## src/inc/gtc_regs.svh

```systemverilog
`ifndef GTC_REGS_SVH
`define GTC_REGS_SVH

// ****************************************
// Register bus geometry
// ****************************************
`define GTC_ADDR_W 3
`define GTC_DATA_W 8

// ****************************************
// Register offsets
// ****************************************
`define GTC_ADDR_COUNT_LOW 3'h0
`define GTC_ADDR_COUNT_HIGH 3'h1
`define GTC_ADDR_TIMER_CONTROL 3'h2
`define GTC_ADDR_GATE_CONTROL 3'h3
`define GTC_ADDR_STATUS 3'h4
`define GTC_ADDR_OSC_CONTROL 3'h5
`define GTC_ADDR_OSC_CONTROL_TWO 3'h6

// ****************************************
// Field positions
// ****************************************
`define GTC_TC_RUN 0
`define GTC_TC_SYNC_BYPASS 2
`define GTC_TC_SOSC_EN 3
`define GTC_TC_PRESC_LSB 4
`define GTC_TC_PRESC_MSB 5
`define GTC_TC_CS_LSB 6
`define GTC_TC_CS_MSB 7
`define GTC_GC_LEVEL 4
`define GTC_GC_SOURCE 5
`define GTC_GC_POLARITY 6
`define GTC_GC_ENABLE 7
`define GTC_ST_OVERFLOW 0
`define GTC_OC_SCS_LSB 0
`define GTC_OC_SCS_MSB 1
`define GTC_OC2_FORCE_RUN 0

// ****************************************
// Write masks and reset values
// ****************************************
`define GTC_TC_WRITE_MASK 8'hFD
`define GTC_GC_WRITE_MASK 8'hE0
`define GTC_RST_TIMER_CONTROL 8'h00
`define GTC_RST_GATE_CONTROL 8'h00
`define GTC_RST_SCS 2'h0
`define GTC_RST_COUNT 16'h0000
`define GTC_RST_PRESC 3'h0
`define GTC_RST_PHASE 2'h0
`define GTC_READ_IDLE 8'h00

// ****************************************
// Codes and counts
// ****************************************
`define GTC_CS_CODE_INSTR 2'h0
`define GTC_CS_CODE_SYS 2'h1
`define GTC_CS_CODE_EXT 2'h2
`define GTC_CS_CODE_RSVD 2'h3
`define GTC_SCS_SECONDARY 2'h1
`define GTC_INSTR_LAST_PHASE 2'h3
`define GTC_PHASE_STEP 2'h1
`define GTC_COUNT_MAX 16'hFFFF
`define GTC_COUNT_STEP 16'h0001
`define GTC_PRESC_STEP 3'h1
`define GTC_PRESC_LAST_DIV1 3'h0
`define GTC_PRESC_LAST_DIV2 3'h1
`define GTC_PRESC_LAST_DIV4 3'h3
`define GTC_PRESC_LAST_DIV8 3'h7

// ****************************************
// Synchroniser lanes
// ****************************************
`define GTC_SYNC_W 4
`define GTC_SYNC_PIN 0
`define GTC_SYNC_XTAL 1
`define GTC_SYNC_GATE 2
`define GTC_SYNC_COMP 3

`endif

```

## src/inc/gtc_pkg.sv

```systemverilog
`include "gtc_regs.svh"

package gtc_pkg;

	typedef enum logic [1:0] {
		CS_INSTR_CLK = `GTC_CS_CODE_INSTR,
		CS_SYS_OSC = `GTC_CS_CODE_SYS,
		CS_EXTERNAL = `GTC_CS_CODE_EXT,
		CS_RESERVED = `GTC_CS_CODE_RSVD
	} gtc_clk_src_t;

endpackage

```

## src/inc/gtc_presc_if.sv

```systemverilog
`timescale 1ns/1ps
`default_nettype none

interface gtc_presc_if;
	logic tick;
	logic clear;
	logic [1:0] select;
	logic out_tick;

	modport core (output tick, output clear, output select, input out_tick);
	modport presc (input tick, input clear, input select, output out_tick);
endinterface

`default_nettype wire

```

## src/verilog/gtc_core.sv

```systemverilog
// Functional notes
// - Run clear stops the timer; gate enable limits counting to gate-allowed periods.
// - Sixteen-bit up-counter as two bytes; byte writes land in the live count.
// - Source 01 is oscillator, 00 instruction clock, 10 pin or crystal.
// - Crystal oscillator is shared; each enable selects it for its own timer.
// - Oscillator source advances once per oscillator period, four per instruction.
// - Oscillator-source reads carry two LSB uncertainty unless gated asynchronously.
// - External source counts rising pin edges, synchronised or not.
// - First counted rising edge needs a prior low after enable, write or disable.
// - Prescaler divides by 1, 2, 4 or 8 and is hidden from software.
// - Any write to a count byte clears the prescaler.
// - Oscillator runs on any enable, force-run, or system select 01; survives sleep.
// - Bypass skips the synchroniser alignment stage for external edges.
// - Bypass with external source keeps counting in sleep; overflow wakes.
// - Switching sync mode may lose or add one increment.
// - With gate enable, count only while gate level equals polarity.
//
// Design decisions made here: the register offsets and the plain strobed port.
`timescale 1ns/1ps
`default_nettype none

module gtc_core
	import gtc_pkg::*;
(
	input wire logic clk,
	input wire logic reset,
	input wire logic [`GTC_ADDR_W-1:0] reg_addr,
	input wire logic [`GTC_DATA_W-1:0] reg_wdata,
	input wire logic reg_write,
	input wire logic reg_read,
	output logic [`GTC_DATA_W-1:0] reg_rdata,
	input wire logic external_count_pin,
	input wire logic crystal_input_pin,
	input wire logic gate_pin,
	input wire logic comparator_gate,
	input wire logic sleep_mode,
	input wire logic [1:0] other_secondary_osc_enable,
	output logic crystal_output_pin,
	output logic secondary_osc_run,
	output logic overflow_flag,
	output logic wake_request
);

	// ****************************************
	// Declarations
	// ****************************************
	logic [`GTC_SYNC_W-1:0] sync1_reg;
	logic [`GTC_SYNC_W-1:0] sync1_next;
	logic [`GTC_SYNC_W-1:0] sync2_reg;
	logic [`GTC_SYNC_W-1:0] sync2_next;
	logic ext_prev_reg;
	logic ext_prev_next;
	logic ext_edge_d_reg;
	logic ext_edge_d_next;

	logic [`GTC_DATA_W-1:0] timer_control_reg;
	logic [`GTC_DATA_W-1:0] timer_control_next;
	logic [`GTC_DATA_W-1:0] gate_control_reg;
	logic [`GTC_DATA_W-1:0] gate_control_next;
	logic [1:0] system_clock_select_reg;
	logic [1:0] system_clock_select_next;
	logic force_run_reg;
	logic force_run_next;

	logic [15:0] count_reg;
	logic [15:0] count_next;
	logic [1:0] phase_reg;
	logic [1:0] phase_next;
	logic armed_reg;
	logic armed_next;
	logic overflow_reg;
	logic overflow_next;

	logic [`GTC_DATA_W-1:0] rdata_reg;
	logic [`GTC_DATA_W-1:0] rdata_next;
	logic wake_reg;
	logic wake_next;
	logic osc_run_reg;
	logic osc_run_next;
	logic xtal_out_reg;
	logic xtal_out_next;

	logic wr_low;
	logic wr_high;
	logic wr_count;
	logic wr_status;
	logic timer_run;
	logic gate_enable_mode;
	logic gate_polarity;
	logic secondary_osc_enable;
	logic sync_bypass;
	gtc_clk_src_t clock_source_select;
	logic ext_level;
	logic ext_edge;
	logic ext_edge_ok;
	logic gate_level;
	logic gate_ok;
	logic count_enable;
	logic instr_tick;
	logic src_tick;
	logic ovf_event;

	gtc_presc_if presc_bus ();

	function automatic logic reg_hit(input logic [`GTC_ADDR_W-1:0] addr, input logic [`GTC_ADDR_W-1:0] target);
		reg_hit = (addr == target);
	endfunction

	// ****************************************
	// Field views and write decode
	// ****************************************
	assign timer_run = timer_control_reg[`GTC_TC_RUN];
	assign sync_bypass = timer_control_reg[`GTC_TC_SYNC_BYPASS];
	assign secondary_osc_enable = timer_control_reg[`GTC_TC_SOSC_EN];
	assign clock_source_select = gtc_clk_src_t'(timer_control_reg[`GTC_TC_CS_MSB:`GTC_TC_CS_LSB]);
	assign gate_enable_mode = gate_control_reg[`GTC_GC_ENABLE];
	assign gate_polarity = gate_control_reg[`GTC_GC_POLARITY];
	assign wr_low = reg_write && reg_hit(reg_addr, `GTC_ADDR_COUNT_LOW);
	assign wr_high = reg_write && reg_hit(reg_addr, `GTC_ADDR_COUNT_HIGH);
	assign wr_status = reg_write && reg_hit(reg_addr, `GTC_ADDR_STATUS);
	assign wr_count = wr_low || wr_high;

	// ****************************************
	// Pin synchronisers and edge detect
	// ****************************************
	always_comb begin
		sync1_next = {comparator_gate, gate_pin, crystal_input_pin, external_count_pin};
		sync2_next = sync1_reg;
		// Crystal replaces the pin only for this timer
		ext_level = secondary_osc_enable ? sync2_reg[`GTC_SYNC_XTAL] : sync2_reg[`GTC_SYNC_PIN];
		ext_edge = ext_level && !ext_prev_reg;
		ext_edge_ok = ext_edge && armed_reg;
		ext_prev_next = ext_level;
		// Alignment stage; bypass skips it
		ext_edge_d_next = ext_edge_ok && !sync_bypass;
	end

	always_ff @(posedge clk) begin
		if (reset) begin
			sync1_reg <= '0;
			sync2_reg <= '0;
			ext_prev_reg <= 1'b0;
			ext_edge_d_reg <= 1'b0;
		end else begin
			sync1_reg <= sync1_next;
			sync2_reg <= sync2_next;
			ext_prev_reg <= ext_prev_next;
			ext_edge_d_reg <= ext_edge_d_next;
		end
	end

	// ****************************************
	// Control registers
	// ****************************************
	always_comb begin
		timer_control_next = timer_control_reg;
		gate_control_next = gate_control_reg;
		system_clock_select_next = system_clock_select_reg;
		force_run_next = force_run_reg;
		if (reg_write) begin
			unique case (reg_addr)
				`GTC_ADDR_TIMER_CONTROL: timer_control_next = reg_wdata & `GTC_TC_WRITE_MASK;
				`GTC_ADDR_GATE_CONTROL: gate_control_next = reg_wdata & `GTC_GC_WRITE_MASK;
				`GTC_ADDR_OSC_CONTROL: system_clock_select_next = reg_wdata[`GTC_OC_SCS_MSB:`GTC_OC_SCS_LSB];
				`GTC_ADDR_OSC_CONTROL_TWO: force_run_next = reg_wdata[`GTC_OC2_FORCE_RUN];
				default: begin
				end
			endcase
		end
	end

	always_ff @(posedge clk) begin
		if (reset) begin
			timer_control_reg <= `GTC_RST_TIMER_CONTROL;
			gate_control_reg <= `GTC_RST_GATE_CONTROL;
			system_clock_select_reg <= `GTC_RST_SCS;
			force_run_reg <= 1'b0;
		end else begin
			timer_control_reg <= timer_control_next;
			gate_control_reg <= gate_control_next;
			system_clock_select_reg <= system_clock_select_next;
			force_run_reg <= force_run_next;
		end
	end

	// ****************************************
	// Enable, source select and counter
	// ****************************************
	always_comb begin
		gate_level = gate_control_reg[`GTC_GC_SOURCE] ? sync2_reg[`GTC_SYNC_COMP] : sync2_reg[`GTC_SYNC_GATE];
		gate_ok = (gate_level == gate_polarity);
		count_enable = timer_run && (!gate_enable_mode || gate_ok);
		// Core clocks stop in sleep
		instr_tick = (phase_reg == `GTC_INSTR_LAST_PHASE) && !sleep_mode;
		phase_next = phase_reg + `GTC_PHASE_STEP;
		unique case (clock_source_select)
			CS_SYS_OSC: src_tick = !sleep_mode;
			CS_INSTR_CLK: src_tick = instr_tick;
			CS_EXTERNAL: src_tick = sync_bypass ? ext_edge_ok : (ext_edge_d_reg && !sleep_mode);
			CS_RESERVED: src_tick = 1'b0;
		endcase
		presc_bus.tick = src_tick && count_enable && !wr_count;
		presc_bus.clear = wr_count;
		presc_bus.select = timer_control_reg[`GTC_TC_PRESC_MSB:`GTC_TC_PRESC_LSB];

		// Low level must be seen before first counted rise
		armed_next = armed_reg;
		if (!timer_run || wr_count) begin
			armed_next = 1'b0;
		end else if (!ext_level) begin
			armed_next = 1'b1;
		end

		ovf_event = presc_bus.out_tick && (count_reg == `GTC_COUNT_MAX);
		count_next = count_reg;
		if (wr_low) begin
			count_next = {count_reg[15:8], reg_wdata};
		end else if (wr_high) begin
			count_next = {reg_wdata, count_reg[7:0]};
		end else if (presc_bus.out_tick) begin
			count_next = count_reg + `GTC_COUNT_STEP;
		end
		// Hardware set wins over software clear
		overflow_next = ovf_event || (overflow_reg && !(wr_status && reg_wdata[`GTC_ST_OVERFLOW]));
	end

	always_ff @(posedge clk) begin
		if (reset) begin
			count_reg <= `GTC_RST_COUNT;
			phase_reg <= `GTC_RST_PHASE;
			armed_reg <= 1'b0;
			overflow_reg <= 1'b0;
		end else begin
			count_reg <= count_next;
			phase_reg <= phase_next;
			armed_reg <= armed_next;
			overflow_reg <= overflow_next;
		end
	end

	gtc_prescaler u_prescaler (
		.clk(clk),
		.reset(reset),
		.bus(presc_bus.presc)
	);

	// ****************************************
	// Read data, oscillator and wake outputs
	// ****************************************
	always_comb begin
		rdata_next = `GTC_READ_IDLE;
		if (reg_read) begin
			unique case (reg_addr)
				`GTC_ADDR_COUNT_LOW: rdata_next = count_reg[7:0];
				`GTC_ADDR_COUNT_HIGH: rdata_next = count_reg[15:8];
				`GTC_ADDR_TIMER_CONTROL: rdata_next = timer_control_reg;
				`GTC_ADDR_GATE_CONTROL: begin
					rdata_next = gate_control_reg;
					rdata_next[`GTC_GC_LEVEL] = gate_level;
				end
				`GTC_ADDR_STATUS: rdata_next[`GTC_ST_OVERFLOW] = overflow_reg;
				`GTC_ADDR_OSC_CONTROL: rdata_next[`GTC_OC_SCS_MSB:`GTC_OC_SCS_LSB] = system_clock_select_reg;
				`GTC_ADDR_OSC_CONTROL_TWO: rdata_next[`GTC_OC2_FORCE_RUN] = force_run_reg;
				default: rdata_next = `GTC_READ_IDLE;
			endcase
		end
		// Shared oscillator, independent of sleep
		osc_run_next = secondary_osc_enable || (|other_secondary_osc_enable) || force_run_reg
			|| (system_clock_select_reg == `GTC_SCS_SECONDARY);
		xtal_out_next = osc_run_reg && !sync2_reg[`GTC_SYNC_XTAL];
		wake_next = ovf_event && sleep_mode;
	end

	always_ff @(posedge clk) begin
		if (reset) begin
			rdata_reg <= `GTC_READ_IDLE;
			osc_run_reg <= 1'b0;
			xtal_out_reg <= 1'b0;
			wake_reg <= 1'b0;
		end else begin
			rdata_reg <= rdata_next;
			osc_run_reg <= osc_run_next;
			xtal_out_reg <= xtal_out_next;
			wake_reg <= wake_next;
		end
	end

	assign reg_rdata = rdata_reg;
	assign secondary_osc_run = osc_run_reg;
	assign crystal_output_pin = xtal_out_reg;
	assign overflow_flag = overflow_reg;
	assign wake_request = wake_reg;
endmodule

`default_nettype wire

```

## src/verilog/gtc_prescaler.sv

```systemverilog
`timescale 1ns/1ps
`default_nettype none

module gtc_prescaler
	import gtc_pkg::*;
(
	input wire logic clk,
	input wire logic reset,
	gtc_presc_if.presc bus
);

	logic [2:0] count_reg;
	logic [2:0] count_next;
	logic [2:0] last_count;

	// ****************************************
	// Divide selected clock by 1, 2, 4 or 8
	// ****************************************
	always_comb begin
		unique case (bus.select)
			2'h0: last_count = `GTC_PRESC_LAST_DIV1;
			2'h1: last_count = `GTC_PRESC_LAST_DIV2;
			2'h2: last_count = `GTC_PRESC_LAST_DIV4;
			2'h3: last_count = `GTC_PRESC_LAST_DIV8;
		endcase
		bus.out_tick = bus.tick && !bus.clear && (count_reg >= last_count);
		count_next = count_reg;
		if (bus.clear) begin
			count_next = `GTC_RST_PRESC;
		end else if (bus.tick) begin
			// Stale count after a smaller select wraps at once
			count_next = (count_reg >= last_count) ? `GTC_RST_PRESC : count_reg + `GTC_PRESC_STEP;
		end
	end

	always_ff @(posedge clk) begin
		if (reset) begin
			count_reg <= `GTC_RST_PRESC;
		end else begin
			count_reg <= count_next;
		end
	end
endmodule

`default_nettype wire

```

## config.mk

```make
export PLATFORM = sky130hd
export DESIGN_NAME = gtc_core
export DESIGN_NICKNAME = d
export VERILOG_FILES = /design/src/inc/gtc_pkg.sv /design/src/inc/gtc_presc_if.sv /design/src/verilog/gtc_core.sv /design/src/verilog/gtc_prescaler.sv
export VERILOG_INCLUDE_DIRS = /design/src /design/src/inc
export SDC_FILE = /design/constraint.sdc
export NUM_CORES = 1
export LEC_CHECK = 0
export BUFFER_PORTS_ARGS = -buffer_cell sky130_fd_sc_hd__clkbuf_2
export CORE_ASPECT_RATIO = 0.8
export CORE_MARGIN = 2
export CORE_UTILIZATION = 35
export DETAILED_ROUTE_END_ITERATION = 7
export GPL_TIMING_DRIVEN = 0
export PLACE_DENSITY = 0.53
export RECOVER_POWER = 100
export SYNTH_ARGS = -nofsm -noshare
export SYNTH_HDL_FRONTEND = slang
export SYNTH_SLANG_ARGS = --single-unit
```

## constraint.sdc

```tcl
create_clock -name clk -period 2.1 [get_ports clk]
set_input_delay 0.315 -clock clk [delete_from_list [all_inputs] [get_ports clk]]
set_output_delay 0.315 -clock clk [all_outputs]
set_load 0.005 [all_outputs]
```

==> summary.txt, run 1 <==
Pwr
  – P_leak: 0.00132 uW
  – Clock Power Share: 41.9%
  – Power consumption: 2240 uW
  – P_int: 1660 uW
  – Switching share of power: 25.9%
  – Share of power burned in registers: 50.0%
  – Sw power: 579 uW
  – Comb power frac: 8.1%
  – Max IR drop VDD: 293 uV
  – Pwr dens: 641 nW/um^2

Layout
  – Number of flip-flops in the largest register: 16
  – Area delta synth->final: 21.6%
  – Number of nets in the layout: 409
  – FILL cells: 803
  – Antenna diodes: 0
  – Most frequent cells in the layout: dfxtp_1, nor2_1, clkbuf_2
  – Fraction of layout instances using a drive strength above 1: 21.5%
  – Most common cell after layout, fill and taps aside: dfxtp_1

Floorplanning
  – Initial Util: 36.2%
  – Die width: 105 um
  – Core area: 7950 um^2
  – Die area: 8950 um^2
  – FP Rows: 29
  – Die H: 85.0 um
  – I/O pin count: 34

Critical path
  – CP Max Fanout: 8
  – WP data required: 2.37 ns
  – Crit end category: flop
  – Critical Path Start Type: flop
  – Critical path class: reg -> reg
  – Crit path arrival time: 2.35 ns

Clock tree
  – Clock Latency Late Sink: 0.34 ns
  – Hold buffer count at CTS: 0
  – Number of H-tree levels: 3
  – Clock-pin transition on the worst setup and hold timing paths: 0.07 ns
  – Clock Sinks: 57
  – TritonCTS clock tree: yes
  – CTS buffer count: 9
  – CTS max path bufs: 2
  – Root Buffer: clkbuf_8

Timing
  – Min Clock Period, post-route: 2.08 ns
  – Slew @ Worst Pin: 0.591 ns
  – Hold Fails Final Rpt: 0
  – Peak Freq: 0.481 GHz
  – RSZ-0062 raised after global routing: true
  – Worst setup margin: 0.0218 ns
  – Final setup violation count: 0
  – Fin Hold WS: 0.175 ns
  – Crit share post-route: 99.0%
  – Relative slew slack: 60.6%
  – Fin. max-slew vios: 0
  – Max Clock Skew: 0.00647 ns

Route
  – Vias: 2643
  – Pre-antenna DRT Iters: 5
  – DRT Wirelength: 8220 um
  – DR iter-0 viols: 325
  – DRC viols: 0
  – Wire per inst: 16.6 um
  – Via density: 5.35
  – Antenna Nets Post-Route: 0

Global route
  – Overflow after GRT: 0
  – First-pass GRT wire length: 13300 um
  – Vias in the first global route: 2512
  – GRT Total Usage: 19.4%
  – Largest net degree at the start of global routing: 11
  – Antenna violations before repair: 0

Synth
  – FF+latch count, synth: 57
  – Mapped Avg Cell Area: 8.73 um^2
  – Netlist cell types: 56
  – YS warnings: 0
  – EDFF count, synth: 0
  – Cell Area, Synth: 2870 um^2
  – Sequential fraction of the synthesis area: 39.7%
  – Synth Flop Type: dfxtp_1
  – Synthesized instance count: 329
  – Synth Net Count: 357
  – Async SR Flop Fraction: 0%

Hold path
  – Hold WC Path Type: in -> reg

Run
  – MaxCap Viol Count: 0

Outcome
  – Status: finished clean

Placement
  – GP Congestion: 0.856
  – DP Wirelength: 6090 um
  – Buffers on Ports: 32
  – Post-place setup slack: -0.598 ns
final cells by class:
cell class | count | area (um^2) | share of cell area, %
clock inverters | 5 | 30.0 | 0.859
multi-input cells | 245 | 1680 | 48.1
clock buffers | 11 | 151 | 4.33
flip-flops and latches | 57 | 1150 | 32.9
plain buffers | 20 | 92.6 | 2.65
well taps | 108 | 135 | 3.87
inverters | 6 | 22.5 | 0.644
repair buffers | 42 | 231 | 6.62
per-stage QoR:
step	setup TNS [ns]	instance area [um^2]	std cells	util, %
after detailed placement	-6.98	3170	469	39.9
after floorplan	0	2870	329	-
after global routing	-0.462	3490	494	44.0
after CTS	0	3420	488	43.1
final	0	3490	494	44.0
after global placement	-6.92	3170	469	39.9
power groups by stage:
| stage | sequential (uW) | clock [uW] | combinational [uW] |
|---|---|---|---|
| 5_1_grt | 1120 | 1010 | 201 |
| 3_3_place_gp | 1150 | 0 | 170 |
| 4_1_cts | 1120 | 971 | 177 |
| 6_report | 1120 | 939 | 181 |
| 2_1_floorplan | 1140 | 0 | 104 |
| 3_5_place_dp | 1150 | 0 | 171 |
path summary, 6_finish.rpt:
check	cells past startpoint	startpoint	slack [ns]	endpoint
worst min register to register	1	phase_reg[0]$_SDFF_PP0_	0.43	phase_reg[0]$_SDFF_PP0_
worst max-delay path	6	timer_control_reg[6]$_SDFFE_PP0P_	0.02	wake_request$_SDFF_PP0_
worst max register to register	6	timer_control_reg[6]$_SDFFE_PP0P_	0.02	wake_request$_SDFF_PP0_
worst min-delay path	2	gate_pin	0.18	sync1_reg[2]$_SDFF_PP0_
repair_timing:
item / 4_1_cts / 5_1_grt
endpoints found under the setup margin: 20 / 20
resized for setup: 13 / 14
setup buffers: 4 / 6
endpoints found under the hold margin: 0 / 0
pin swaps: 4 / 2
worst max-delay path, stage by stage, from the launching register on:
cell and delay [ns]:
dfxtp_4 0.34, nand3b_1 0.16, or3_4 0.41, a221o_1 0.33, buf_6 0.14, or4_4 0.47, nor3b_2 0.16
cells by family after synthesis:
kind of cell             synth area share (%)
adder cells (fa/ha/maj)                  2.61
XOR/XNOR                                 2.13
buffers and inverters                    3.83
multiplexers                             9.49
flip-flops                               39.7
AO/OA/AOI/OAI                            15.9
AND/OR/NAND/NOR                          26.3
synthesized netlist by cell type (all sizes together) (2+ instances only):
master / count / share of area (%)
a21oi: 11 / 1.9
nor2b: 16 / 3.5
mux2i: 16 / 5.6
clkbuf: 13 / 1.7
mux4: 4 / 3.1
o21ai: 7 / 1.2
a22oi: 2 / 0.52
nand3: 11 / 1.9
nand4: 9 / 2.0
or2: 2 / 0.44
and3: 3 / 0.65
nor3: 9 / 1.6
a32oi: 2 / 0.61
or3: 4 / 0.87
nor2: 48 / 6.3
nor3b: 2 / 0.70
nor4: 3 / 0.65
o31ai: 4 / 1.0
a2111oi: 3 / 0.96
nand2: 20 / 2.6
dfxtp: 57 / 40
nand4bb: 2 / 0.78
xor2: 3 / 0.91
buf: 8 / 1.3
ha: 6 / 2.6
xnor2: 4 / 1.2
and2: 3 / 0.65
nand2b: 4 / 0.87
o211ai: 5 / 1.3
inv: 6 / 0.78
and4: 3 / 0.91
a211oi: 20 / 5.2
mux2: 2 / 0.78
metal layers:
layer / track usage, % / vias to the layer above / wire length, um
met5: 0 / - / 0
met4: 7.03 / 0 / 153
met3: 5.38 / 18 / 552
met2: 28.3 / 89 / 3480
met1: 27.4 / 1229 / 4040
li1: - / 1307 / -
No activity file was read; power rests on OpenSTA's default activity.
==> inputs of run 2 (changes only) <==
--- a/config.mk
+++ b/config.mk
@@ -7,7 +7,7 @@
 export NUM_CORES = 1
 export LEC_CHECK = 0
 export BUFFER_PORTS_ARGS = -buffer_cell sky130_fd_sc_hd__clkbuf_2
-export CORE_ASPECT_RATIO = 0.8
+export CORE_ASPECT_RATIO = 0.75
 export CORE_MARGIN = 2
 export CORE_UTILIZATION = 35
 export DETAILED_ROUTE_END_ITERATION = 7
==> summary.txt, run 2 (same netlist as run 1, synthesis figures left out) <==
Clock tree
  – CTS max path bufs: 2 (unchanged)
  – Clock Sinks: 57 (unchanged)
  – Clock-pin transition on the worst setup and hold timing paths: 0.06 ns (about the same)
  – CTS buffer count: 9 (unchanged)
  – Number of H-tree levels: 3 (unchanged)
  – TritonCTS clock tree: yes
  – Clock Latency Late Sink: 0.34 ns (about the same)
  – Root Buffer: clkbuf_8

Route
  – Vias: 2622 (-0.79%)
  – DRT Wirelength: 8460 um (+2.8%)
  – Via density: 5.44 (+1.7%)
  – DR iter-0 viols: 202 (-38%)
  – DRC viols: 0 (unchanged)
  – Wire per inst: 17.5 um (+5.4%)
  – Antenna Nets Post-Route: 0 (unchanged)
  – Pre-antenna DRT Iters: 5 (unchanged)

Global route
  – GRT Total Usage: 20.0% (+0.58 points)
  – Antenna violations before repair: 0 (unchanged)
  – Vias in the first global route: 2381 (-5.2%)
  – First-pass GRT wire length: 13200 um (-0.36%)
  – Largest net degree at the start of global routing: 11 (unchanged)
  – Overflow after GRT: 0 (unchanged)

Layout
  – FF/Latch Area: 1150 um^2 (-0.22%)
  – Area delta synth->final: 20.5%
  – Number of nets in the layout: 400 (-2.2%)
  – Number of flip-flops in the largest register: 16 (unchanged)
  – Area occupied by multi-input gates: 1700 um^2 (+1.3%)
  – Fin util: 43.7% (-0.25 points)
  – FILL cells: 811 (+1.0%)
  – Most common cell after layout, fill and taps aside: dfxtp_1
  – Fraction of layout instances using a drive strength above 1: 19.6% (-1.9 points)
  – Most frequent cells in the layout: dfxtp_1, nor2_1, clkbuf_2
  – Fin cells: 482 (-2.4%)
  – Antenna diodes: 0 (unchanged)

Pwr
  – Switching share of power: 25.1% (-0.76 points)
  – Sw power: 587 uW (+1.3%)
  – Power consumption: 2340 uW (+4.4%)
  – P_int: 1750 uW (+5.4%)
  – Clock Power Share: 44.3% (+2.4 points)
  – Max IR drop VDD: 260 uV (-11%)
  – Share of power burned in registers: 48.1% (-1.9 points)
  – Pwr dens: 675 nW/um^2 (+5.3%)
  – Comb power frac: 7.7% (-0.4 points)
  – P_leak: 0.00127 uW (-3.9%)

Timing
  – Worst setup margin: 0.0290 ns (+0.00714 ns)
  – Peak Freq: 0.483 GHz (+0.34%)
  – Slew @ Worst Pin: 0.612 ns (+0.0209 ns)
  – Crit share post-route: 98.6% (-0.34 points)
  – Fin. max-slew vios: 0 (unchanged)
  – Relative slew slack: 59.2% (-1.4 points)
  – Hold Fails Final Rpt: 0 (unchanged)
  – Fin Hold WS: 0.181 ns (+0.00572 ns)
  – Min Clock Period, post-route: 2.07 ns (-0.00714 ns)
  – RSZ-0062 raised after global routing: true
  – Final setup violation count: 0 (unchanged)
  – Max Clock Skew: 0.00821 ns (+0.00174 ns)

Hold path
  – Hold WC Path Type: in -> reg

Placement
  – DP Wirelength: 6270 um (+3.0%)
  – Buffers on Ports: 32 (unchanged)
  – GP Congestion: 0.878 (+2.7%)
  – Dpl cells: 466 (-0.64%)
  – Post-place setup slack: -0.474 ns (+0.124 ns)

Floorplanning
  – Die H: 82.5 um (-3.0%)
  – Die area: 8960 um^2 (about the same)
  – FP Rows: 28 (-3.4%)
  – Initial Util: 36.3% (+0.13 points)
  – Core area: 7920 um^2 (-0.36%)
  – I/O pin count: 34 (unchanged)
  – Die width: 109 um (+3.2%)

Critical path
  – WP data required: 2.37 ns (about the same)
  – Crit path arrival time: 2.34 ns (about the same)
  – CP Max Fanout: 7 (-1)
  – Critical path class: reg -> reg
  – Crit end category: flop
  – Critical Path Start Type: flop

Run
  – MaxCap Viol Count: 0 (unchanged)

Outcome
  – Status: finished clean
==> run 2: cell count changes in the layout (fill, tap and decap cells not counted), sizes merged <==
cell    previous run  this run
buf               15        10
clkbuf            58        54
bufinv             0         1
clkinv             3         2
==> run 2: area by class of cell <==
cell class	count	area share, %
Multi-Input combinational cell	245	49.2
Sequential cell	57	33.2
Timing Repair Buffer	35	4.99
Clock buffer	11	4.08
Tap cell	105	3.79
Buffer	18	2.57
Clock inverter	5	1.59
Inverter	6	0.651
==> run 2: worst paths after layout <==
path	cells past startpoint	from	slack (ns)	endpoint
worst max-delay path	6	timer_control_reg[3]$_SDFFE_PP0P_	0.03	wake_request$_SDFF_PP0_
worst min-delay path	2	gate_pin	0.18	sync1_reg[2]$_SDFF_PP0_
worst max register to register	6	timer_control_reg[3]$_SDFFE_PP0P_	0.03	wake_request$_SDFF_PP0_
worst min register to register	1	phase_reg[0]$_SDFF_PP0_	0.43	phase_reg[0]$_SDFF_PP0_
==> run 2: critical path, stage by stage (launching register included) <==
cell,delay [ns]
dfxtp_4,0.37
mux2i_2,0.17
or3_4,0.36
a221o_1,0.34
buf_6,0.14
or4_4,0.46
nor3b_2,0.16
==> run 2: power by group through the flow <==
stage | sequential, uW | clock, uW | combinational (uW)
finish | 1120 | 1030 | 179
CTS | 1120 | 1050 | 174
global route | 1130 | 1100 | 196
global placement | 1150 | 0 | 171
detailed placement | 1150 | 0 | 171
floorplan | 1140 | 0 | 104
==> run 2: stage by stage <==
step                TNS, ns  instance area [um^2]
detailed placement    -6.66                  3160
global route         -0.113                  3460
CTS                       0                  3400
global placement      -6.88                  3160
floorplan                 0                  2870
finish                    0                  3460
==> run 2: what timing repair did <==
| item | in CTS | in global routing |
|---|---|---|
| buffers inserted | 0 | 3 |
| endpoints found under the setup margin | 20 | 19 |
| gates resized for setup | 16 | 17 |
| hold buffers | 0 | 0 |
| pin swaps | 3 | 4 |
==> run 2: per-layer routing <==
layer / part of all wire, % / vias up / wire length [um] / GRT usage [%]
met1: 49 / 1240 / 4160 / 28.6
met2: 44 / 84 / 3730 / 30.1
met3: 6.4 / 2 / 537 / 4.08
li1: - / 1296 / - / -
met4: 0.32 / 0 / 27 / 6.54
met5: 0 / - / 0 / 0
